[src/pkg/rfp_pkg.sv]
// shared constants and types of the rail fault protection block
// assumes one 100 MHz clock and comparator results synchronous to it
package rfp_pkg;

	// clock and filter timing
	localparam int CLK_PERIOD_NS       = 10;
	localparam int OV_DELAY_NS         = 1000;
	localparam int UV_DELAY_NS         = 3000;
	localparam int LOCKOUT_DELAY_NS    = 3000;

	// least time rounds up, never below one cycle
	function automatic int rfp_min_cycles(input int time_ns);
		int cyc;
		cyc = (time_ns + CLK_PERIOD_NS - 1) / CLK_PERIOD_NS;
		return (cyc < 1) ? 1 : cyc;
	endfunction

	localparam int OV_DELAY_CYC        = rfp_min_cycles(OV_DELAY_NS);
	localparam int UV_DELAY_CYC        = rfp_min_cycles(UV_DELAY_NS);
	localparam int LOCKOUT_DELAY_CYC   = rfp_min_cycles(LOCKOUT_DELAY_NS);

	// widths and defaults
	localparam int VID_W               = 8;
	localparam int NUM_PHASES_DEF      = 2;
	localparam logic [VID_W-1:0] VID_0V9_CODE_DEF = 8'h5a;

	typedef enum logic [2:0] {
		RFP_ST_IDLE     = 3'h0,
		RFP_ST_RUN      = 3'h1,
		RFP_ST_OV_LATCH = 3'h2,
		RFP_ST_OV_NEG   = 3'h3,
		RFP_ST_UV_LATCH = 3'h4,
		RFP_ST_LOCKOUT  = 3'h5
	} rfp_state_t;

	typedef enum logic [1:0] {
		RFP_GATE_PWM     = 2'h0,
		RFP_GATE_OV_SAFE = 2'h1,
		RFP_GATE_ALL_OFF = 2'h2
	} rfp_gate_mode_t;

endpackage

[src/pkg/rfp_gate_if.sv]
// gate command path between the protection controller and the gate stage
// assumes both ends share clock_in
`timescale 1ns/1ns
interface rfp_gate_if
	import rfp_pkg::*;
#(
	parameter int NUM_PHASES = NUM_PHASES_DEF
);
	rfp_gate_mode_t        mode;
	logic [NUM_PHASES-1:0] active_phases;

	modport ctrl  (output mode, output active_phases);
	modport stage (input  mode, input  active_phases);
endinterface

[src/rtl/rfp_deglitch.sv]
// persistence filter for one comparator result
// assumes raw_in synchronous to clock_in
`timescale 1ns/1ns
module rfp_deglitch
	import rfp_pkg::*;
#(
	parameter int COUNT = OV_DELAY_CYC
)(
	input  wire logic clock_in,
	input  wire logic reset_in,
	input  wire logic clear_in,
	input  wire logic raw_in,
	output logic      fire_out
);
	localparam int CW = $clog2(COUNT + 1);
	localparam logic [CW-1:0] LAST = CW'(COUNT - 1);

	typedef struct packed {
		logic [CW-1:0] cnt;
		logic          fire;
	} rfp_dg_state_t;

	rfp_dg_state_t st_r;
	rfp_dg_state_t st_nxt;

	always_comb begin
		st_nxt = st_r;
		if (clear_in || !raw_in) begin
			st_nxt.cnt  = '0;
			st_nxt.fire = 1'b0;
		end else if (st_r.cnt < LAST) begin
			st_nxt.cnt = st_r.cnt + CW'(1);
		end else begin
			st_nxt.fire = 1'b1;
		end
	end

	always_ff @(posedge clock_in) begin
		if (reset_in) begin
			st_r <= '0;
		end else begin
			st_r <= st_nxt;
		end
	end

	assign fire_out = st_r.fire;
endmodule

[src/rtl/rfp_gate_stage.sv]
// per-phase gate enables from pwm requests and the protection mode
// assumes pwm requests synchronous to clock_in
`timescale 1ns/1ns
module rfp_gate_stage
	import rfp_pkg::*;
#(
	parameter int NUM_PHASES = NUM_PHASES_DEF
)(
	input  wire logic                  clock_in,
	input  wire logic                  reset_in,
	rfp_gate_if.stage                  gate,
	input  wire logic [NUM_PHASES-1:0] pwm_hs_in,
	input  wire logic [NUM_PHASES-1:0] pwm_ls_in,
	output logic      [NUM_PHASES-1:0] hs_enable_out,
	output logic      [NUM_PHASES-1:0] ls_enable_out
);
	typedef struct packed {
		logic [NUM_PHASES-1:0] hs;
		logic [NUM_PHASES-1:0] ls;
	} rfp_gs_state_t;

	rfp_gs_state_t         st_r;
	rfp_gs_state_t         st_nxt;
	logic [NUM_PHASES-1:0] hs_nxt;
	logic [NUM_PHASES-1:0] ls_nxt;

	for (genvar p = 0; p < NUM_PHASES; p++) begin : g_phase
		always_comb begin
			hs_nxt[p] = 1'b0;
			ls_nxt[p] = 1'b0;
			if (gate.active_phases[p]) begin
				unique case (gate.mode)
					RFP_GATE_PWM: begin
						hs_nxt[p] = pwm_hs_in[p];
						ls_nxt[p] = pwm_ls_in[p] & ~pwm_hs_in[p];
					end
					RFP_GATE_OV_SAFE: begin
						ls_nxt[p] = 1'b1;
					end
					RFP_GATE_ALL_OFF: begin
						ls_nxt[p] = 1'b0;
					end
					default: begin
						ls_nxt[p] = 1'b0;
					end
				endcase
			end
		end
	end

	always_comb begin
		st_nxt.hs = hs_nxt;
		st_nxt.ls = ls_nxt;
	end

	always_ff @(posedge clock_in) begin
		if (reset_in) begin
			st_r <= '0;
		end else begin
			st_r <= st_nxt;
		end
	end

	assign hs_enable_out = st_r.hs;
	assign ls_enable_out = st_r.ls;
endmodule

[src/rtl/rfp_rail_protect.sv]
// fault protection sequencer for the northbridge rail
// assumes comparator results and supply flags are synchronous to clock_in
// and that reset_in is the power-on reset of the controller
`timescale 1ns/1ns

module rfp_rail_protect
	import rfp_pkg::*;
#(
	parameter int               NUM_PHASES   = NUM_PHASES_DEF,
	parameter logic [VID_W-1:0] VID_0V9_CODE = VID_0V9_CODE_DEF
)(
	input  wire logic                  clock_in,
	input  wire logic                  reset_in,
	input  wire logic                  enable_in,
	input  wire logic [VID_W-1:0]      commanded_voltage_code_in,
	input  wire logic                  rail_sense_above_fixed_in,
	input  wire logic                  rail_sense_above_ref_in,
	input  wire logic                  rail_sense_below_ref_in,
	input  wire logic                  rail_sense_below_ground_in,
	input  wire logic                  main_supply_low_in,
	input  wire logic                  driver_supply_input_low_in,
	input  wire logic [NUM_PHASES-1:0] active_phases_in,
	input  wire logic [NUM_PHASES-1:0] pwm_hs_in,
	input  wire logic [NUM_PHASES-1:0] pwm_ls_in,
	output logic      [NUM_PHASES-1:0] hs_enable_out,
	output logic      [NUM_PHASES-1:0] ls_enable_out,
	output logic                       overvoltage_trip_out,
	output logic                       undervoltage_trip_out,
	output logic                       below_ground_trip_out,
	output logic                       supply_low_lockout_out,
	output logic                       other_rail_shutdown_out,
	output logic                       monitor_active_out
);

	typedef struct packed {
		rfp_state_t            state;
		logic                  ov_latch;
		logic                  uv_latch;
		logic                  enable_prev;
		logic                  other_shutdown;
		logic [NUM_PHASES-1:0] phases;
	} rfp_ctl_state_t;

	rfp_ctl_state_t st_r;
	rfp_ctl_state_t st_nxt;

	// command at or below the 0.9V code uses the fixed trip level
	function automatic logic vid_uses_fixed(input logic [VID_W-1:0] code);
		return code <= VID_0V9_CODE;
	endfunction

	function automatic logic state_is_operating(input rfp_state_t s);
		return (s != RFP_ST_IDLE) && (s != RFP_ST_LOCKOUT);
	endfunction

	logic ov_raw;
	logic uv_raw;
	logic supply_raw;
	logic ov_fire;
	logic uv_fire;
	logic lockout_fire;
	logic ov_clear;
	logic uv_clear;
	logic lockout_clear;
	logic enable_rise;

	// over-voltage source chosen from the commanded code
	always_comb begin
		if (vid_uses_fixed(commanded_voltage_code_in)) begin
			ov_raw = rail_sense_above_fixed_in;
		end else begin
			ov_raw = rail_sense_above_ref_in;
		end
	end

	assign uv_raw        = rail_sense_below_ref_in;
	assign supply_raw    = main_supply_low_in | driver_supply_input_low_in;
	assign ov_clear      = (st_r.state != RFP_ST_RUN) && (st_r.state != RFP_ST_UV_LATCH);
	assign uv_clear      = (st_r.state != RFP_ST_RUN);
	assign lockout_clear = !state_is_operating(st_r.state);
	assign enable_rise   = enable_in && !st_r.enable_prev;

	rfp_deglitch #(
		.COUNT (OV_DELAY_CYC)
	) u_ov_filter (
		.clock_in (clock_in),
		.reset_in (reset_in),
		.clear_in (ov_clear),
		.raw_in   (ov_raw),
		.fire_out (ov_fire)
	);

	rfp_deglitch #(
		.COUNT (UV_DELAY_CYC)
	) u_uv_filter (
		.clock_in (clock_in),
		.reset_in (reset_in),
		.clear_in (uv_clear),
		.raw_in   (uv_raw),
		.fire_out (uv_fire)
	);

	rfp_deglitch #(
		.COUNT (LOCKOUT_DELAY_CYC)
	) u_lockout_filter (
		.clock_in (clock_in),
		.reset_in (reset_in),
		.clear_in (lockout_clear),
		.raw_in   (supply_raw),
		.fire_out (lockout_fire)
	);

	always_comb begin
		st_nxt             = st_r;
		st_nxt.enable_prev = enable_in;
		st_nxt.phases      = active_phases_in;

		// fresh enable clears both latches, except in lockout
		if (enable_rise && (st_r.state != RFP_ST_LOCKOUT)) begin
			st_nxt.ov_latch = 1'b0;
			st_nxt.uv_latch = 1'b0;
		end

		unique case (st_r.state)
			RFP_ST_IDLE: begin
				if (enable_in) begin
					st_nxt.state = RFP_ST_RUN;
				end
			end
			RFP_ST_RUN: begin
				if (lockout_fire) begin
					st_nxt.state = RFP_ST_LOCKOUT;
				end else if (ov_fire) begin
					st_nxt.state    = RFP_ST_OV_LATCH;
					st_nxt.ov_latch = 1'b1;
				end else if (uv_fire) begin
					st_nxt.state    = RFP_ST_UV_LATCH;
					st_nxt.uv_latch = 1'b1;
				end else if (!enable_in) begin
					st_nxt.state = RFP_ST_IDLE;
				end
			end
			RFP_ST_OV_LATCH: begin
				if (lockout_fire) begin
					st_nxt.state = RFP_ST_LOCKOUT;
				end else if (enable_rise) begin
					st_nxt.state = RFP_ST_RUN;
				end else if (rail_sense_below_ground_in) begin
					st_nxt.state = RFP_ST_OV_NEG;
				end
			end
			RFP_ST_OV_NEG: begin
				if (lockout_fire) begin
					st_nxt.state = RFP_ST_LOCKOUT;
				end else if (enable_rise) begin
					st_nxt.state = RFP_ST_RUN;
				end else if (!rail_sense_below_ground_in) begin
					st_nxt.state = RFP_ST_OV_LATCH;
				end
			end
			RFP_ST_UV_LATCH: begin
				if (lockout_fire) begin
					st_nxt.state = RFP_ST_LOCKOUT;
				end else if (enable_rise) begin
					st_nxt.state = RFP_ST_RUN;
				end
			end
			RFP_ST_LOCKOUT: begin
				// supplies back: resume any held latch, else go idle
				if (!supply_raw) begin
					if (st_r.ov_latch) begin
						st_nxt.state = RFP_ST_OV_LATCH;
					end else if (st_r.uv_latch) begin
						st_nxt.state = RFP_ST_UV_LATCH;
					end else begin
						st_nxt.state = RFP_ST_IDLE;
					end
				end
			end
			default: begin
				st_nxt.state = RFP_ST_IDLE;
			end
		endcase

		st_nxt.other_shutdown = st_nxt.ov_latch | st_nxt.uv_latch;
	end

	always_ff @(posedge clock_in) begin
		if (reset_in) begin
			st_r <= '0;
		end else begin
			st_r <= st_nxt;
		end
	end

	rfp_gate_if #(
		.NUM_PHASES (NUM_PHASES)
	) gate_bus ();

	// gate mode from the registered state
	always_comb begin
		unique case (st_r.state)
			RFP_ST_RUN:      gate_bus.mode = RFP_GATE_PWM;
			RFP_ST_OV_LATCH: gate_bus.mode = RFP_GATE_OV_SAFE;
			RFP_ST_OV_NEG:   gate_bus.mode = RFP_GATE_ALL_OFF;
			RFP_ST_UV_LATCH: gate_bus.mode = RFP_GATE_ALL_OFF;
			RFP_ST_LOCKOUT:  gate_bus.mode = RFP_GATE_ALL_OFF;
			default:         gate_bus.mode = RFP_GATE_ALL_OFF;
		endcase
	end

	assign gate_bus.active_phases = st_r.phases;

	rfp_gate_stage #(
		.NUM_PHASES (NUM_PHASES)
	) u_gate_stage (
		.clock_in      (clock_in),
		.reset_in      (reset_in),
		.gate          (gate_bus.stage),
		.pwm_hs_in     (pwm_hs_in),
		.pwm_ls_in     (pwm_ls_in),
		.hs_enable_out (hs_enable_out),
		.ls_enable_out (ls_enable_out)
	);

	assign overvoltage_trip_out    = st_r.ov_latch;
	assign undervoltage_trip_out   = st_r.uv_latch;
	assign below_ground_trip_out   = (st_r.state == RFP_ST_OV_NEG);
	assign supply_low_lockout_out  = (st_r.state == RFP_ST_LOCKOUT);
	assign other_rail_shutdown_out = st_r.other_shutdown;
	assign monitor_active_out      = state_is_operating(st_r.state);
endmodule

[config.mk]
export PLATFORM = sky130hd
export DESIGN_NAME = rfp_rail_protect
export DESIGN_NICKNAME = d
export VERILOG_FILES = /design/src/pkg/rfp_pkg.sv /design/src/pkg/rfp_gate_if.sv /design/src/rtl/rfp_deglitch.sv /design/src/rtl/rfp_gate_stage.sv /design/src/rtl/rfp_rail_protect.sv
export SDC_FILE = /design/constraint.sdc
export NUM_CORES = 1
export LEC_CHECK = 0
export ABC_AREA = 1
export BUFFER_PORTS_ARGS = -buffer_cell sky130_fd_sc_hd__buf_2
export CELL_PAD_IN_SITES_DETAIL_PLACEMENT = 1
export CELL_PAD_IN_SITES_GLOBAL_PLACEMENT = 1
export CORE_ASPECT_RATIO = 0.6
export CORE_MARGIN = 8
export CORE_UTILIZATION = 38
export CTS_CLUSTER_DIAMETER = 200
export CTS_CLUSTER_SIZE = 30
export DETAILED_ROUTE_END_ITERATION = 10
export GPL_ROUTABILITY_DRIVEN = 1
export HOLD_SLACK_MARGIN = 0.03
export PLACE_DENSITY = 0.78
export SLEW_MARGIN = 0
export SYNTH_ARGS = -nofsm -noshare
export SYNTH_HDL_FRONTEND = slang
export SYNTH_HIERARCHICAL = 1
export SYNTH_SLANG_ARGS = --single-unit
[constraint.sdc]
create_clock -name clock_in -period 3.51 [get_ports clock_in]
set_clock_uncertainty 0.2 [all_clocks]
set_input_delay 0.702 -clock clock_in [delete_from_list [all_inputs] [get_ports clock_in]]
set_output_delay 0.702 -clock clock_in [all_outputs]
set_load 0.05 [all_outputs]
==> metrics.yaml <==
drt:
  dr.pass1.iters: 4
  vias_per_cell: 4.77
  first_iter_violations: 145
  remaining_drc_errors: 0
  drt-total-wl_mm: 6.70
  ant_nets: 0
  wire_per_inst_um: 13.2
  vias: 2416
worst_setup_path:
  critPathLaunchType: "flop"
  cp_data_required_time_ps: 2610
  cp_max_fo: 7
  critPathBufInv: 2
  cpPeakStageDelay_ps: 400
  crit_type: "flop to output pin"
  slowest_stage: "dfxtp_1"
  rrSetupSlack_ps: 1540
  path_cells: "nand3_1 > inv_1 > nor2_1 > buf_2"
  worstSetupEndpointType: "output pin"
  cp_top_family: "buffers and inverters"
  critPathArrivalTime_ps: 1450
flow_run:
  drv_cap: 0
pwr:
  p_leak_uw: 0.00127
  p_per_area_nw_per_um2: 483
  p_sw_share_pct: 37.1
  combPwrFrac_pct: 31.3
  power_uw: 1350
  ir_drop_v: 0.000346
  seq_power_share_pct: 39.0
  p_int_uw: 849
  p_sw_uw: 500
  clkPwrFrac_pct: 29.7
synthesis:
  ys_seq_area_share_pct: 33.3
  syn_nets: 414
  synth_top_cell_area_share_pct: 33.3
  ys.flop_type: "dfxtp_1"
  synth-xor-area-share_pct: 1.78
  async_flop_share_pct: 0
  yosys.area_share.simple_pct: 41.7
  synthTopCellsByArea: "dfxtp_1 33%, nand2_1 15%, nor2_1 8.8%"
  ys_seq_elements: 41
  synthMuxAreaShare_pct: 0
  synth_compound_area_share_pct: 9.08
  synth.most_common_cell: "nand2_1"
  yosysUniqueCellTypes: 29
  synthAdderAreaFrac_pct: 1.52
  syn-instance-count: 388
  syn-mean-instance-area_um2: 6.36
  yosys.area.top_type: "dfxtp_1"
  yosysWarnings: 6
  syn-cell-area_um2: 2470
  synth_top_family_by_area: "simple AND/OR/NAND/NOR gates"
  synth_commonest_cells: "99 x nand2_1, 58 x nor2_1, 55 x inv_1, 41 x dfxtp_1, 34 x nand3_1"
  synth_edf_count: 0
cts:
  cts_tree: "yes"
  post_cts_resized: 0
  clockBufferDepth: 2
  numClockSinks: 41
  cts_inserted_buffers: 5
  clk_latency_ps: 290
  cts-htree-levels: 2
  cts-root-buf: "clkbuf_8"
  cts_setup_buffers: 0
  clkTransAtPathRegs_ps: 80
  ctsHoldBuffers: 0
global_route:
  grt_max_degree: 13
  grt_antenna_before_repair: 0
  grtUsageTotal_pct: 15.0
  grt_pass1_vias: 2461
  grt_pass1_wl_mm: 11.7
  overflow: 0
placed_design:
  io_buffer_count: 32
  placedCellCount: 499
  gp_congestion: 0.808
  hpwl_mm: 5.36
timing:
  fmax_ghz: 0.425
  slew_viol_final: 0
  rsz0062_at_grt: "no"
  timing.hold.ws_ps: 269
  worst_pin_slew_ps: 391
  setup_viol: 0
  finalSetupTns_ps: 0
  hold_violations: 0
  period_minus_slack_ps: 2350
  max_slew_margin_pct: 73.7
  finalCritPeriodShare_pct: 67.0
worst_hold_path:
  hold_class: "flop to flop"
floorplanning:
  fp.dieH_um: 78.4
  die_x_um: 120
  rows: 22
  core_um2: 6190
  die_area_um2: 9410
  ios: 33
  initial_core_util_pct: 39.8
finish:
  insertedDiodeCount: 0
  final_nets: 448
  layout-drive-gt1-share_pct: 18.2
  final_cells: 507
  final_util_pct: 45.1
  syn_to_final_growth_pct: 13.2
outcome:
  outcome: "complete, no violations"
-- placed cells by master, fill, tap and decap left out, drive strengths merged, types with 4 or more instances in the layout --
cell type and count:
a21oi 24, nor3 5, buf 32, nand3 37, xor2 4, dfxtp 41, nand2 107, inv 66
nor2 69, clkbuf 7, o21ai 15
-- power by group through the flow --
stage / combinational [uW] / sequential [uW] / clock, uW
after CTS: 426 / 527 / 412
after global routing: 468 / 531 / 432
after detailed placement: 422 / 537 / 0
final: 423 / 526 / 400
after global placement: 407 / 535 / 0
after floorplan: 330 / 527 / 0
-- state kept, by name, summed over array words and instances, names as in the netlist, 2 cells and up --
name,cells
u_lockout_filter/st_r,9
st_r,4
gate_bus.active_phases,2
u_gate_stage/ls_enable_out,2
u_gate_stage/hs_enable_out,2
u_uv_filter/st_r,9
u_ov_filter/st_r,7
-- layer usage --
layer / global-route usage [%] / routed length [um]
met4: 3.35 / 54
met1: 21.4 / 3630
met3: 3.71 / 291
met2: 22.2 / 2720
met5: 0 / 0
-- final timing paths --
kind | from | end | cells after the start
worst max-delay path | st_r[6] | monitor_active_out | 4
worst min register to register | gate_bus.active_phases[1] | u_gate_stage/ls_enable_out[1] | 2
worst min-delay path | gate_bus.active_phases[1] | u_gate_stage/ls_enable_out[1] | 2
worst max register to register | st_r[6] | u_lockout_filter/st_r[6] | 7
-- cells by family (layout without fill, tap and decap cells) --
family	Yosys count	count (layout)
DFF	41	41
xor gates and xnor gates	5	5
buffers and inverters	73	108
adders and majority gates	3	3
AOI/OAI and AO/OA	42	42
and+or+nand+nor	224	224
-- through the flow --
| step | instance area, um2 | setup slack, ps |
|---|---|---|
| floorplan | 2470 | 1070 |
| global placement | 2680 | 1280 |
| detailed placement | 2680 | 1180 |
| CTS | 2790 | 1140 |
| global route | 2790 | 1030 |
| finish | 2790 | 1160 |
-- layout make-up --
class	count	area (um2)
repair buffers	32	160
clock buffers	7	86.3
clock inverters	1	30.0
flip-flops and latches	41	821
inverters	68	255
fillers	878	3400
well taps	84	105
multi-input cells	274	1330
-- worst register-to-register path, cell delays in order, from the launching register on --
cell and delay, ps:
dfxtp_1 400, nand3_1 190, inv_1 110, nor2_1 160
inv_1 60, nor3_1 360, inv_1 260, a21oi_1 180
(Power assumes the default switching activity.)
